<file path="src/inc/lrsd_defines.vh">
// Constants for the legacy region and SMM RAM decode block
`ifndef LRSD_DEFINES_VH
`define LRSD_DEFINES_VH

// ----------------------------------------
// Configuration offsets
// ----------------------------------------
`define LRSD_OFF_ATTR_FIRST 8'h90
`define LRSD_OFF_ATTR_LAST  8'h96
`define LRSD_OFF_HOLE       8'h97
`define LRSD_OFF_SMM        8'h9d
`define LRSD_OFF_ESMM       8'h9e

// ----------------------------------------
// Reset values and masks
// ----------------------------------------
`define LRSD_HOLE_RST       8'h00
`define LRSD_SMM_RST        8'h02
`define LRSD_ATTR_RST       8'h00
`define LRSD_ESMM_RST       8'h38
`define LRSD_ATTR_MASK      8'h33
`define LRSD_ATTR0_MASK     8'h30
`define LRSD_BASE_SEG       3'b010

// ----------------------------------------
// Field positions
// ----------------------------------------
`define LRSD_HOLE_EN_BIT    7
`define LRSD_OPEN_BIT       6
`define LRSD_CLOSED_BIT     5
`define LRSD_LOCK_BIT       4
`define LRSD_GLOBAL_BIT     3
`define LRSD_HIGH_EN_BIT    7
`define LRSD_ERR_BIT        6
`define LRSD_TSZ_HI         2
`define LRSD_TSZ_LO         1
`define LRSD_TOP_EN_BIT     0

// ----------------------------------------
// Address windows (host address bits 31:14)
// ----------------------------------------
`define LRSD_BLK_LOW_END    18'h00020
`define LRSD_BLK_DOS_END    18'h00028
`define LRSD_BLK_VGA_END    18'h00030
`define LRSD_BLK_EXP_END    18'h00038
`define LRSD_BLK_EXT_END    18'h0003c
`define LRSD_BLK_TOP_END    18'h00040
`define LRSD_BLK_HOLE_LO    18'h003c0
`define LRSD_BLK_HOLE_END   18'h00400

// ----------------------------------------
// Targets and initiators
// ----------------------------------------
`define LRSD_TGT_MEM        2'h0
`define LRSD_TGT_PCI        2'h1
`define LRSD_TGT_AGP        2'h2
`define LRSD_TGT_HUB        2'h3
`define LRSD_SRC_HOST       2'h0
`define LRSD_SRC_HUB        2'h1
`define LRSD_SRC_AGP        2'h2

`endif

</file>
<file path="src/verilog/lrsd_decode.v">
// Legacy region, fixed hole and compatible SMM RAM decode
// Notes on behaviour
// - Lowest 512 KB always goes to memory
// - 512-640 KB memory, or hole to PCI
// - Video range ignores attributes, goes downstream
// - VGA control picks PCI or AGP
// - SMM video range refused from hub/AGP
// - Expansion range: eight 16 KB segments
// - Extended firmware: four 16 KB segments
// - Firmware range: one 64 KB segment
// - Hole enable blocks 15-16 MB memory
// - Open and closed need global enable, lock does not
// - Open and unlocked exposes SMM memory
// - Closed sends SMM data downstream, allows code fetches
// - Lock clears open, freezes global enable and extended fields
// - Lock set by write, cleared by reset
// - Global enable gives 128 KB SMM
// - Extended SMM_RAM_CONTROL only with global enable
// - Global enable read-only after lock
// - Base segment hardwired to video pattern
// - SMM not remapped, else to PCI or AGP
// - Attribute read/write enables route memory
// - Seven attribute registers at consecutive offsets
`timescale 1ns/1ps
`default_nettype none
`include "lrsd_defines.vh"

module lrsd_decode (
  input  wire        sys_clk,
  input  wire        rst,
  input  wire        cfg_wr,
  input  wire        cfg_rd,
  input  wire [7:0]  cfg_addr,
  input  wire [7:0]  cfg_wdata,
  output reg  [7:0]  cfg_rdata,
  input  wire        req_valid,
  input  wire [31:0] req_addr,
  input  wire        req_write,
  input  wire        req_code,
  input  wire        req_smm,
  input  wire [1:0]  req_source,
  input  wire        vga_to_agp,
  output reg         rsp_valid,
  output reg  [1:0]  rsp_target,
  output reg         rsp_refused,
  output reg         rsp_smm_hit,
  output wire        smm_global_en,
  output wire        smm_locked,
  output wire        high_smm_ram_control_active,
  output wire        top_segment_active,
  output wire [1:0]  top_segment_size
);

  // ----------------------------------------
  // Storage
  // ----------------------------------------
  reg [7:0] attr_reg [0:6];
  reg       hole_enable_reg;
  reg       smm_open_reg;
  reg       smm_closed_reg;
  reg       smm_lock_reg;
  reg       global_smm_ram_control_enable_reg;
  reg       high_smm_ram_control_enable_reg;
  reg [1:0] top_segment_size_reg;
  reg       top_segment_enable_reg;

  wire [17:0] blk = req_addr[31:14];
  wire        smm_wr = cfg_wr && (cfg_addr == `LRSD_OFF_SMM);
  wire        esmm_wr = cfg_wr && (cfg_addr == `LRSD_OFF_ESMM);

  // Attribute register index from a segment block number
  function [2:0] attr_index;
    input [17:0] b;
    begin
      // Blocks outside the segmented range fall back to register 0
      if (b >= `LRSD_BLK_EXT_END || b < `LRSD_BLK_VGA_END)
        attr_index = 3'h0;
      else
        // Two 16 KB blocks per register, first segment register is 1
        attr_index = 3'h1 + b[3:1];
    end
  endfunction

  // Attribute nibble for a block: read-enable and write-enable bits
  function [1:0] seg_attr;
    input [17:0] b;
    input [7:0]  r;
    begin
      if (b >= `LRSD_BLK_EXT_END)
        seg_attr = r[5:4];
      else if (b[0])
        seg_attr = r[5:4];
      else
        seg_attr = r[1:0];
    end
  endfunction

  // ----------------------------------------
  // Configuration writes
  // ----------------------------------------
  genvar gi;
  generate
    for (gi = 0; gi < 7; gi = gi + 1)
    begin : g_attr
      always @(posedge sys_clk)
      begin
        if (rst)
          attr_reg[gi] <= `LRSD_ATTR_RST;
        else if (cfg_wr && (cfg_addr == `LRSD_OFF_ATTR_FIRST + gi[7:0]))
          // low half of register 0 is reserved
          attr_reg[gi] <= cfg_wdata & ((gi == 0) ? `LRSD_ATTR0_MASK : `LRSD_ATTR_MASK);
      end
    end
  endgenerate

  always @(posedge sys_clk)
  begin
    if (rst)
    begin
      hole_enable_reg         <= 1'b0;
      smm_open_reg            <= 1'b0;
      smm_closed_reg          <= 1'b0;
      smm_lock_reg            <= 1'b0;
      global_smm_ram_control_enable_reg <= 1'b0;
      high_smm_ram_control_enable_reg   <= 1'b0;
      top_segment_size_reg    <= 2'h0;
      top_segment_enable_reg  <= 1'b0;
    end
    else
    begin
      if (cfg_wr && (cfg_addr == `LRSD_OFF_HOLE))
        hole_enable_reg <= cfg_wdata[`LRSD_HOLE_EN_BIT];
      if (smm_wr)
      begin
        smm_closed_reg <= cfg_wdata[`LRSD_CLOSED_BIT];
        if (!smm_lock_reg)
          global_smm_ram_control_enable_reg <= cfg_wdata[`LRSD_GLOBAL_BIT];
        if (cfg_wdata[`LRSD_LOCK_BIT])
          smm_lock_reg <= 1'b1;
        if (smm_lock_reg || cfg_wdata[`LRSD_LOCK_BIT])
          smm_open_reg <= 1'b0;
        else
          smm_open_reg <= cfg_wdata[`LRSD_OPEN_BIT];
      end
      if (esmm_wr && !smm_lock_reg)
      begin
        high_smm_ram_control_enable_reg  <= cfg_wdata[`LRSD_HIGH_EN_BIT];
        top_segment_size_reg   <= cfg_wdata[`LRSD_TSZ_HI:`LRSD_TSZ_LO];
        top_segment_enable_reg <= cfg_wdata[`LRSD_TOP_EN_BIT];
      end
    end
  end

  // ----------------------------------------
  // Configuration reads
  // ----------------------------------------
  always @(posedge sys_clk)
  begin
    if (rst)
      cfg_rdata <= 8'h00;
    else if (cfg_rd)
    begin
      if (cfg_addr >= `LRSD_OFF_ATTR_FIRST && cfg_addr <= `LRSD_OFF_ATTR_LAST)
        cfg_rdata <= attr_reg[cfg_addr[2:0]];
      else if (cfg_addr == `LRSD_OFF_HOLE)
        cfg_rdata <= {hole_enable_reg, 7'h00};
      else if (cfg_addr == `LRSD_OFF_SMM)
        cfg_rdata <= {1'b0, smm_open_reg, smm_closed_reg, smm_lock_reg,
                      global_smm_ram_control_enable_reg, `LRSD_BASE_SEG};
      else if (cfg_addr == `LRSD_OFF_ESMM)
        cfg_rdata <= {high_smm_ram_control_enable_reg, 4'h7, top_segment_size_reg,
                      top_segment_enable_reg};
      else
        cfg_rdata <= 8'h00;
    end
  end

  // ----------------------------------------
  // SMM qualifiers
  // ----------------------------------------
  // controls gated by global enable
  wire eff_open   = global_smm_ram_control_enable_reg && smm_open_reg && !smm_lock_reg;
  wire eff_closed = global_smm_ram_control_enable_reg && smm_closed_reg;

  assign smm_global_en      = global_smm_ram_control_enable_reg;
  assign smm_locked         = smm_lock_reg;
  assign high_smm_ram_control_active  = global_smm_ram_control_enable_reg && high_smm_ram_control_enable_reg;
  assign top_segment_active = global_smm_ram_control_enable_reg && top_segment_enable_reg;
  assign top_segment_size   = top_segment_size_reg;

  // ----------------------------------------
  // Region decode
  // ----------------------------------------
  reg [1:0] tgt_next;
  reg       ref_next;
  reg       hit_next;
  reg [1:0] attr_bits;
  reg       smm_ok;

  always @*
  begin
    tgt_next  = `LRSD_TGT_MEM;
    ref_next  = 1'b0;
    hit_next  = 1'b0;
    attr_bits = seg_attr(blk, attr_reg[attr_index(blk)]);
    smm_ok    = global_smm_ram_control_enable_reg &&
                ((req_smm && (req_code || !eff_closed)) || eff_open);
    if (req_source != `LRSD_SRC_HOST)
    begin
      // Downstream initiators are refused in SMM video range
      // no hub/AGP access to SMM
      if (blk >= `LRSD_BLK_DOS_END && blk < `LRSD_BLK_VGA_END &&
          global_smm_ram_control_enable_reg)
        ref_next = 1'b1;
    end
    else if (blk < `LRSD_BLK_LOW_END)
      tgt_next = `LRSD_TGT_MEM;
    else if (blk < `LRSD_BLK_DOS_END)
      tgt_next = hole_enable_reg ? `LRSD_TGT_PCI : `LRSD_TGT_MEM;
    else if (blk < `LRSD_BLK_VGA_END)
    begin
      if (smm_ok)
      begin
        tgt_next = `LRSD_TGT_MEM;
        hit_next = 1'b1;
      end
      else
        tgt_next = vga_to_agp ? `LRSD_TGT_AGP : `LRSD_TGT_PCI;
    end
    else if (blk < `LRSD_BLK_TOP_END)
    begin
      if (req_write ? attr_bits[1] : attr_bits[0])
        tgt_next = `LRSD_TGT_MEM;
      else
        tgt_next = `LRSD_TGT_PCI;
    end
    else if (blk >= `LRSD_BLK_HOLE_LO && blk < `LRSD_BLK_HOLE_END &&
             hole_enable_reg)
      tgt_next = `LRSD_TGT_PCI;
  end

  always @(posedge sys_clk)
  begin
    if (rst)
    begin
      rsp_valid   <= 1'b0;
      rsp_target  <= `LRSD_TGT_MEM;
      rsp_refused <= 1'b0;
      rsp_smm_hit <= 1'b0;
    end
    else
    begin
      rsp_valid <= req_valid;
      if (req_valid)
      begin
        rsp_target  <= tgt_next;
        rsp_refused <= ref_next;
        rsp_smm_hit <= hit_next;
      end
    end
  end

endmodule // lrsd_decode
`default_nettype wire
</file>
<file path="config.mk">
export PLATFORM = sky130hd
export DESIGN_NAME = lrsd_decode
export DESIGN_NICKNAME = d
export VERILOG_FILES = /design/src/verilog/lrsd_decode.v
export VERILOG_INCLUDE_DIRS = /design/src /design/src/inc
export SDC_FILE = /design/constraint.sdc
export NUM_CORES = 1
export LEC_CHECK = 0
export BUFFER_PORTS_ARGS = -buffer_cell sky130_fd_sc_hd__buf_4
export CAP_MARGIN = 20
export CORE_MARGIN = 5
export CORE_UTILIZATION = 47
export CTS_CLUSTER_SIZE = 40
export DETAILED_ROUTE_END_ITERATION = 10
export PLACE_DENSITY = 0.8
export SLEW_MARGIN = 20
export SYNTH_ARGS = -nofsm -noshare
export SYNTH_HDL_FRONTEND = slang
export SYNTH_SLANG_ARGS = --single-unit
</file>
<file path="constraint.sdc">
create_clock -name sys_clk -period 2.4 [get_ports sys_clk]
set_clock_uncertainty 0.2 [all_clocks]
set_input_delay 0.48 -clock sys_clk [delete_from_list [all_inputs] [get_ports sys_clk]]
set_output_delay 0.48 -clock sys_clk [all_outputs]
set_load 0.005 [all_outputs]
</file>
After elaboration in Yosys (flattened, before gate mapping)
Memory sizes are Yosys's and may differ from the RTL's.
Index checks and enable logic that the tools add are counted.
- order comparisons: 10
- equal/unequal tests: 10
- reduce and logical (&&, ||, !) cells: 32
- bitwise operators: 8
- muxes and demuxes: 56
- $add $sub $neg: 1
- operators by type and width (kind ; count):
    8-bit == test, second input constant ; 10
    18-bit by 6-bit less-than comparator with 1-bit output, second input constant ; 3
    18-bit by 6-bit greater-or-equal comparator with 1-bit output, second input constant ; 2
    1-bit 2-to-1 mux ; 35
    8-bit 2-to-1 mux ; 4
    4-bit 2-to-1 mux ; 7
    1-bit logical AND ; 23
    18-bit by 10-bit greater-or-equal comparator with 1-bit output, second input constant ; 1
    18-bit by 11-bit less-than comparator with 1-bit output, second input constant ; 1
    18-bit by 7-bit less-than comparator with 1-bit output, second input constant ; 1
    2-bit 2-to-1 mux ; 9
    8-bit greater-or-equal comparator, second input constant ; 1
    8-bit less-or-equal comparator, second input constant ; 1
    1-bit bitwise OR ; 7
    1-bit logical OR ; 4
    2-bit AND reduction ; 2
    1-bit by 3-bit adder with 3-bit output, first input constant ; 1
    3-bit 2-to-1 mux ; 1
    1-bit logical NOT ; 2
    2-bit nonzero test ; 1
    1-bit inverter ; 1
- output and inout port bits: 19
- bits of input ports: 59
- RAM bits: 28
- register bits after elaboration: 22
- logic and storage cells: 131
- memories kept: 1
- memory list (name ; words ; bits a word ; read ports ; clocked after Yosys merged registers in ; wr ports ; line ; text):
    attr_reg ; 7 ; 4 ; 2 ; 0 ; 7 ; lrsd_decode.v:57 ; reg [7:0] attr_reg [0:6];

Logic depth before layout (Yosys ltp)
Gate-level depths: netlist of the first run.
An unclocked memory read counts as a cell.
- word-level depth: 13
- gate-level depth with buffers: 9

Worst setup path after synthesis of the first run
Ideal clock, no wire load.
- path type: input port to flip-flop
- start: in req_addr[22]
- end: reg rsp_target[0]
- setup time: 134 ps
- stages on the path: 6
- setup slack: -107 ps
- required time: 2066 ps
- arrival time: 2173 ps
- cell sequence: or4_4 or3_1 clkbuf_2 a211o_1 o311ai_1 o211ai_1
- cells in the longest elaborated chain, start to end: 13
- elaborated cells on any way between the ends: 22
- those cells by class: order compare: 7; mux: 11; reduce/logical: 3; memory: 1
- ends and longest elaborated chain (item ; line ; text):
    from (decl) ; lrsd_decode.v:37 ; input wire [31:0] req_addr,
    18-bit by 6-bit greater-or-equal comparator with 1-bit output (no line) or 18-bit by 6-bit less-than comparator with 1-bit output (tied branches) ; - ;
    1-bit logical OR (no line) ; - ;
    3-bit 2-to-1 mux ; lrsd_decode.v:76 ; if (b >= `LRSD_BLK_EXT_END || b < `LRSD_BLK_VGA_END)
    memory 7 x 4 bit ; - ;
    2-bit 2-to-1 mux ; lrsd_decode.v:91 ; else if (b[0])
    2-bit 2-to-1 mux ; lrsd_decode.v:89 ; if (b >= `LRSD_BLK_EXT_END)
    1-bit 2-to-1 mux (2 in series) ; lrsd_decode.v:232 ; if (req_write ? attr_bits[1] : attr_bits[0])
    2-bit 2-to-1 mux ; lrsd_decode.v:230 ; else if (blk < `LRSD_BLK_TOP_END)
    2-bit 2-to-1 mux ; lrsd_decode.v:220 ; else if (blk < `LRSD_BLK_VGA_END)
    2-bit 2-to-1 mux ; lrsd_decode.v:218 ; else if (blk < `LRSD_BLK_DOS_END)
    2-bit 2-to-1 mux (*) ; lrsd_decode.v:216 ; else if (blk < `LRSD_BLK_LOW_END)
    2-bit 2-to-1 mux (*) ; lrsd_decode.v:208 ; if (req_source != `LRSD_SRC_HOST)
    to (signal assigned) ; lrsd_decode.v:247 ; rsp_target <= `LRSD_TGT_MEM;
    to (signal assigned) ; lrsd_decode.v:256 ; rsp_target <= tgt_next;
    to (decl) ; lrsd_decode.v:44 ; output reg [1:0] rsp_target,
Every way passes the cells marked *; elsewhere a longest branch is shown, timed or not.
A chain may end at the register's enable or synchronous reset.

Worst setup path in the final report of the first run
- start: in req_addr[30]
- end: reg rsp_target[0]
The elaborated chain is that of the path after synthesis.

==> key figures, run 1 <==
Route
  • Wirelength, routed: 7480 um
  • Vias per cell: 5.85
  • Antenna viol nets, final: 0
  • TritonRoute pass-1 iters: 7
  • WL/cell: 16.9 um
  • Vias: 2,591
  • Iteration-0 DRC Markers: 224
  • Remaining DRCs: 0

Power and ir drop
  • Peak VDD IR: 0.000337 V
  • PnR Total Power: 0.00176 W
  • Leakage power: 1.38 nW
  • Power density cells: between 400 and 500 nW/um^2

Worst setup path
  • R2r worst-path depth: 6
  • CP required: 2.39 ns
  • Critical path launch point type: primary input
  • Kind of end point of the critical path: flop
  • Arr. time, crit path: 2.29 ns
  • R2R Path Start: attr_reg[3][3]$_SDFFCE_PN0P_
  • Worst setup path start: req_addr[30]
  • Critical path type: primary input to flop
  • Worst-path fanout max: 7

Cells and area
  • Final net count: 430
  • Final design utilization: 63.4%
  • Design area: 3540 um^2
  • Share of cells above drive strength 1: 27.8%
  • FF/Latch Area: 1220 um^2
  • Final std cells w/o fill: 443
  • Multi-input gate area: 1460 um^2
  • Ant diodes: 0
  • Max reg flops: 26
  • Fillers: 479
  • Synth-to-layout area growth: 29.5%

Global route
  • Vias in the first global route: 2,573
  • Global route overflow: 0
  • Total track usage: roughly a fifth
  • Largest net degree at the start of global routing: 35
  • First-pass GRT wire length: roughly 12,000 um
  • Initial antenna violation count: 0

Clock tree
  • Clock tree sinks: 48
  • H-tree depth: 2
  • Clock slew at reported path FFs: 0.09 ns
  • Maximum clock insertion buffer count: 2
  • CTS Root Cell: clkbuf_8
  • Latest clock arrival within the worst-skew pair: 0.31 ns
  • Hold_buf cts: 0
  • CTS tree: yes
  • CTS Buf Count: 5

Die
  • Core area: approximately 5600 um^2
  • Initial Utilization: 49.0%
  • Die area: 7440 um^2
  • Die H: 86.2 um
  • Rows: 27
  • Die W: 86.2 um
  • I/O pin total: just under 80

Timing
  • Finish-stage setup viols: 0
  • Fin crit period: approximately 2.3 ns
  • Hold_ws: 0.213 ns
  • Max Freq: 434 MHz
  • Slew Limit Fails: 0
  • Relative slew margins: 61.6%
  • Tcrit/Tclk final: a little over nine tenths
  • RSZ-0062 raised after global routing: false
  • Fin. Hold Viols: 0
  • Worst-margin pin slew: 0.573 ns

Place
  • Routability Congestion: slightly below 0.9
  • Inst Count DP: 435
  • Port bufs: 63
  • Placed cell area: 3400 um^2
  • Hpwl dp: 5750 um

Synthesis
  • FFs w/ async S/R, synth: 0%
  • Dominant cells by area after synthesis: edfxtp_1 (29%), dfxtp_1 (16%), and2_1 (6.6%)
  • Largest area contributor in the netlist: edfxtp_1
  • Per-instance average area after synthesis: 9.29 um^2
  • Most common cell in the netlist: nor2_1
  • Seq cells post-synth: 48
  • Ys Warns: 0
  • Net count after synthesis: between 300 and 400
  • Top_reg_cell synth: edfxtp_1
  • Cells after synthesis: 294
  • Sequential fraction of the synthesis area: 44.7%
  • Library cells used by synthesis: 55
  • Synthesized cell area: 2730 um^2
  • Top cells by count, synth: nor2_1 (30), and2_1 (29), edfxtp_1 (26), dfxtp_1 (22), nand2_1 (22)
  • Post-synth EDFFs: 26
  • Post-synth top area share: 28.6%

Min path
  • Hold Startpoint: cfg_wdata[7]
  • Hold depth: 3
  • Worst hold path class: primary input to flop

Run status
  • Status: complete, no violations

Run
  • Max cap viols: 0
## per-layer routing
| layer | vias up | global-route usage (%) | wire length [um] |
|---|---|---|---|
| met5 | - | 0 | 0 |
| met4 | 0 | 7.08 | 132 |
| met3 | 14 | 3.33 | 561 |
| met2 | 108 | 37.5 | 3770 |
| met1 | 1225 | 26.3 | 3010 |
| li1 | 1244 | - | - |
## worst max-delay path, cell delays in order
cell and delay [ns]:
buf_4 0.11, or4_4 0.53, or3_1 0.52, a211o_1 0.30, o311ai_1 0.24, o211ai_1 0.12
## worst paths after layout
path              slack (ns)                      endpoint
setup / recovery         0.1    rsp_target[0]$_SDFFE_PP0P_
hold / removal          0.21  hole_enable_reg$_SDFFE_PP0P_
setup reg to reg        0.65    rsp_target[0]$_SDFFE_PP0P_
hold reg to reg         0.27    rsp_target[1]$_SDFFE_PP0P_
## report_power, final
part	total [W]	switching (W)	leakage [nW]	internal, W
clock	0.000607	0.000274	0.0618	0.000333
combinational	0.000245	0.000125	0.895	0.000119
sequential	0.000907	0.0000175	0.425	0.000889
total	0.00176	0.000417	1.38	0.00134
## kinds of logic (layout without fill, tap and decap cells)
| group | after synthesis | count (layout) | synth area share, % |
|---|---|---|---|
| buffers and inverters | 20 | 97 | 2.79 |
| DFF | 48 | 48 | 44.7 |
| muxes | 18 | 18 | 7.60 |
| and+or+nand+nor | 138 | 138 | 27.5 |
| adders and majority gates | 1 | 1 | 0.458 |
| AOI/OAI and AO/OA | 69 | 69 | 16.9 |
## through the flow
stage	setup TNS (ns)	setup WS (ns)
detailed placement	-0.741	-0.238
floorplan	-0.0213	-0.0213
global placement	-0.350	-0.188
finish	0	0.0979
global route	0	0.00414
CTS	0	0.0769
## area by class of cell
cell class	instances	area share, %
repair buffers	83	17.6
inverters	6	0.637
clock buffers	8	3.47
well taps	72	2.55
flip-flops and latches	48	34.5
multi-input cells	226	41.2
## cells in the final DEF, fill, tap and decap left out, types with 3 or more instances in the layout
cell type,instances
buf_4,83
nor2_1,30
and2_1,29
edfxtp_1,26
nand2_1,22
dfxtp_1,22
a21oi_1,20
mux2i_1,14
nand3_1,12
o21ai_0,12
nand2b_1,10
nor4_1,7
inv_1,6
nor2b_1,5
clkbuf_8,5
nor3_1,4
a21o_1,3
o21bai_1,3
a211oi_1,3
or4_4,3
nor3b_1,3
## timing repair
item	4_1_cts	5_1_grt
setup endpoints to repair	0	2
resized for setup	0	3
buffers inserted	0	0
Note: power is estimated with default switching activity, not from simulation.
==> run 2: changes to the inputs <==
==> constraint.sdc (replaced) <==
create_clock -name sys_clk -period 2.4 [get_ports sys_clk]
set_clock_uncertainty 0.2 [all_clocks]
set_input_delay 0.24 -clock sys_clk [delete_from_list [all_inputs] [get_ports sys_clk]]
set_output_delay 0.24 -clock sys_clk [all_outputs]
set_load 0.005 [all_outputs]
==> run 2 against run 1 <==
Compared with the run above:
- design area shrank 2.2%
- die area did not move
- sequential power barely moved
- cell count fell by 1.4%
- critical path depth is the same
- register-to-register slack got worse by 0.09 ns
- global-route usage is 1.3 points lower
- clock-buffer cell count decreased by 3
- utilization down 1.4 points
- flip-flop and latch count unchanged
- worst hold slack worse by 0.19 ns
- first-iteration DRC count fell by 13%
- largest cell class unchanged
- largest power group unchanged
==> key figures, run 2 (synthesis results as in run 1) <==
Cells and area
  • Multi-input gate area: about 1400 um^2
  • Synth-to-layout area growth: 26.7%
  • Max reg flops: 26
  • Commonest non-fill, non-tap cell in the layout: buf_4
  • Fillers: 483
  • Highest-count cells in the layout ignoring fill and taps: buf_4 (74), nor2_1 (30), and2_1 (29), edfxtp_1 (26)
  • Share of cells above drive strength 1: 24.4%
  • FF/Latch Area: 1220 um^2
  • Ant diodes: 0
  • Final net count: 424
  • Design area: about 3500 um^2

Min path
  • Worst hold path class: primary input to flop

Die
  • Die area: roughly 7400 um^2
  • Die H: 86.2 um
  • I/O pin total: between 70 and 80
  • Rows: 27
  • Die W: between 80 and 90 um
  • Initial Utilization: approximately 50%
  • Core area: roughly 5600 um^2

Global route
  • Global route overflow: 0
  • Vias in the first global route: roughly 2,500
  • Largest net degree at the start of global routing: 35
  • First-pass GRT wire length: roughly 12,000 um
  • Initial antenna violation count: 0
  • Total track usage: 19.9%

Place
  • Hpwl dp: 5470 um
  • Port bufs: between 60 and 70
  • Placed cell area: roughly 3300 um^2
  • Worst slack, placed: -0.0799 ns
  • Routability Congestion: roughly 0.9

Timing
  • Max Freq: 460 MHz
  • RSZ-0062 raised after global routing: false
  • Relative slew margins: 61.4%
  • Fin crit period: approximately 2.2 ns
  • Fin worst setup slack: 0.228 ns
  • Tcrit/Tclk final: 90.5%
  • Worst-margin pin slew: roughly 0.57 ns
  • Hold_ws: 0.0263 ns
  • Slew Limit Fails: 0
  • Fin. Hold Viols: 0
  • Finish-stage setup viols: 0

Worst setup path
  • CP required: 2.38 ns
  • Critical path launch point type: primary input
  • Arr. time, crit path: 2.15 ns
  • Worst-path fanout max: 7
  • Critical path type: primary input to flop
  • Kind of end point of the critical path: flop

Route
  • Remaining DRCs: 0
  • Vias: 2,535
  • WL/cell: 16.4 um
  • Wirelength, routed: 7170 um
  • TritonRoute pass-1 iters: 4
  • Antenna viol nets, final: 0
  • Iteration-0 DRC Markers: 194
  • Vias per cell: 5.80

Run status
  • Status: complete, no violations

Clock tree
  • H-tree depth: 2
  • Clock slew at reported path FFs: 0.09 ns
  • CTS Buf Count: 5
  • Clock tree sinks: 48
  • CTS Root Cell: clkbuf_8
  • Setup bufs post-CTS: 0
  • Maximum clock insertion buffer count: 2
  • Latest clock arrival within the worst-skew pair: 0.30 ns
  • CTS tree: yes

Power and ir drop
  • P_sw: 0.000408 W
  • Logic pwr share: 14.1%
  • Switching power share of the total: 23.7%
  • Clk pwr share: roughly 33%
  • Peak VDD IR: 0.000266 V
  • Leakage power: between 1 and 1.5 nW
  • Share of power burned in registers: between 50% and 60%
  • Power density cells: 497 nW/um^2
  • Internal: 0.00131 W

Run
  • Max cap viols: 0
==> run 2: final timing paths <==
path                                      from                         end  slack, ns  cells past startpoint
setup / recovery                  req_addr[22]  rsp_target[0]$_SDFFE_PP0P_       0.23                      6
setup reg to reg  attr_reg[3][3]$_SDFFCE_PN0P_  rsp_target[0]$_SDFFE_PP0P_       0.56                      6
hold / removal                      vga_to_agp  rsp_target[1]$_SDFFE_PP0P_       0.03                      3
hold reg to reg     rsp_target[1]$_SDFFE_PP0P_  rsp_target[1]$_SDFFE_PP0P_       0.26                      2
==> run 2: routing by layer <==
layer / track usage [%] / vias up / wire length (um)
met5: 0 / - / 0
met1: 25.2 / 1179 / 2930
met2: 33.6 / 110 / 3390
met4: 8.78 / 0 / 222
li1: - / 1229 / -
met3: 3.23 / 17 / 631
==> run 2: through the flow <==
stage	power (W)	util (%)	cells	TNS (ns)
after detailed placement	0.00116	59.6	426	-0.0799
after CTS	0.00172	62.1	437	0
after floorplan	0.00104	-	294	0
after global routing	0.00178	62.1	437	0
after global placement	0.00116	59.6	426	-0.0305
final	0.00172	62.1	437	0
==> run 2: final cells by class <==
| cell class | instances | area share, % |
|---|---|---|
| Multi-Input combinational cell | 226 | 41.4 |
| Clock inverter | 3 | 1.08 |
| Inverter | 6 | 0.651 |
| Timing Repair Buffer | 77 | 16.9 |
| Sequential cell | 48 | 35.3 |
| Tap cell | 72 | 2.60 |
| Clock buffer | 5 | 1.99 |
==> run 2: repair_timing <==
action / 4_1_cts / 5_1_grt
gates resized for setup: 0 / 0
hold buffers: 3 / 0
endpoints found under the hold margin: 4 / 0
==> run 2: worst max-delay path: stages <==
cell	delay, ns
buf_4	0.11
or4_4	0.52
or3_1	0.49
a211o_1	0.33
o311ai_1	0.32
o211ai_1	0.14
==> run 2: power groups by stage <==
stage                     combinational [W]  clock [W]  sequential [W]
after floorplan                    0.000122          0        0.000917
after global placement             0.000231          0        0.000925
after detailed placement           0.000235          0        0.000925
after CTS                          0.000241   0.000576        0.000906
after global routing               0.000266   0.000608        0.000911
final                              0.000242   0.000570        0.000907
==> run 3: changes to the inputs <==
PLACE_DENSITY = 0.77   (was 0.8)
SLEW_MARGIN = 10   (was 20)
==> run 3 against run 2 <==
Compared with the run above:
- maximum frequency rose by 2.7%
- worst setup slack improved by 0.056 ns
- largest power group unchanged
- global-route usage grew 0.72 points
- sequential share of layout area about the same
- critical path type unchanged
- register-to-register slack improved by 0.06 ns
- die area did not move
- via count shrank 1.2%
- combinational power barely moved
- clock power rose by 2%
- worst hold slack improved by 0.0070 ns
- first-iteration DRC count decreased by 6.7%
==> key figures, run 3 (synthesis results as in run 1) <==
Clock tree
  • Setup bufs post-CTS: 0
  • CTS Root Cell: clkbuf_8
  • Cells resized by post-CTS repair: 0
  • H-tree depth: 2
  • Latest clock arrival within the worst-skew pair: between 0.3 and 0.4 ns
  • Hold_buf cts: 3
  • CTS tree: yes
  • Clock slew at reported path FFs: 0.09 ns
  • Maximum clock insertion buffer count: 2
  • Clock tree sinks: 48
  • CTS Buf Count: 5

Route
  • Iteration-0 DRC Markers: between 150 and 200
  • Vias per cell: 5.73
  • Vias: 2,504
  • Antenna viol nets, final: 0
  • TritonRoute pass-1 iters: 4
  • Wirelength, routed: around 7300 um
  • Remaining DRCs: 0
  • WL/cell: 16.7 um

Die
  • Core area: 5570 um^2
  • Initial Utilization: 49.0%
  • Die area: between 7000 and 8000 um^2
  • Rows: 27
  • Die W: 86.2 um
  • I/O pin total: 78
  • Die H: 86.2 um

Cells and area
  • Commonest non-fill, non-tap cell in the layout: buf_4
  • Synth-to-layout area growth: 26.7%
  • Share of cells above drive strength 1: 24.7%
  • Final net count: approximately 420
  • Highest-count cells in the layout ignoring fill and taps: buf_4 (74), nor2_1 (30), and2_1 (29), edfxtp_1 (26)
  • Design area: 3460 um^2
  • Final std cells w/o fill: 437
  • Max reg flops: 26
  • Ant diodes: 0

Timing
  • Slew Limit Fails: 0
  • Finish-stage setup viols: 0
  • Tcrit/Tclk final: 88.2%
  • Max Freq: 473 MHz
  • Worst-margin pin slew: 0.577 ns
  • Fin crit period: 2.12 ns
  • Relative slew margins: 61.1%
  • RSZ-0062 raised after global routing: false
  • Fin. Hold Viols: 0

Worst setup path
  • Worst-path fanout max: 7
  • CP required: 2.39 ns
  • Arr. time, crit path: 2.11 ns
  • Critical path launch point type: primary input
  • Critical path type: primary input to flop
  • Kind of end point of the critical path: flop

Power and ir drop
  • Peak VDD IR: 0.000340 V
  • Leakage power: between 1 and 1.5 nW
  • Power density cells: ~500 nW/um^2

Global route
  • Total track usage: 20.7%
  • Initial antenna violation count: 0
  • Largest net degree at the start of global routing: 35
  • Global route overflow: 0
  • Vias in the first global route: 2,445
  • First-pass GRT wire length: 12,200 um

Run status
  • Status: complete, no violations

Min path
  • Worst hold path class: primary input to flop

Place
  • Hpwl dp: between 5000 and 6000 um
  • Inst Count DP: roughly 430
  • Port bufs: 63
  • Routability Congestion: about 0.87
  • Placed cell area: 3320 um^2

Run
  • Max cap viols: 0
run 3: power by group:
group          internal [W]  switching, W  total, W
clock network      0.000309      0.000271  0.000581
logic              0.000119      0.000124  0.000243
registers          0.000889     0.0000176  0.000907
total               0.00132      0.000412   0.00173
run 3: worst paths after layout:
check,startpoint,cells after the start,slack (ns),to
setup / recovery,req_addr[22],6,0.28,rsp_target[0]$_SDFFE_PP0P_
setup reg to reg,attr_reg[1][3]$_SDFFCE_PN0P_,6,0.62,rsp_target[0]$_SDFFE_PP0P_
hold / removal,vga_to_agp,3,0.03,rsp_target[1]$_SDFFE_PP0P_
hold reg to reg,rsp_target[1]$_SDFFE_PP0P_,2,0.27,rsp_target[1]$_SDFFE_PP0P_
run 3: cell type report:
type | instances | area [um^2]
Sequential cell | 48 | 1220
Tap cell | 72 | 90.1
Timing Repair Buffer | 77 | 586
Inverter | 6 | 22.5
Clock buffer | 6 | 72.6
Clock inverter | 2 | 35.0
Fill cell | 501 | 2110
Multi-Input combinational cell | 226 | 1430
run 3: critical path, stage by stage:
cell,delay [ns]
buf_4,0.11
or4_4,0.53
or3_1,0.50
a211o_1,0.33
o311ai_1,0.28
o211ai_1,0.12
run 3: routing by layer:
layer	vias up	global-route usage (%)	part of all wire (%)
li1	1226	-	-
met1	1160	26.1	40
met2	107	35.2	49
met3	11	4.09	8.8
met4	0	7.22	1.7
met5	-	0	0
run 3: per-stage QoR:
step	setup WS (ns)	hold WS, ns	utilization (%)	power [W]	TNS, ns
5_1_grt	0.198	0.0405	62.1	0.00181	0
3_5_place_dp	-0.0394	0.260	59.6	0.00116	-0.0394
4_1_cts	0.284	0.0274	62.1	0.00174	0
6_report	0.284	0.0333	62.1	0.00173	0
2_1_floorplan	0.133	0.176	-	0.00104	0
3_3_place_gp	-0.0365	0.251	59.6	0.00116	-0.0365
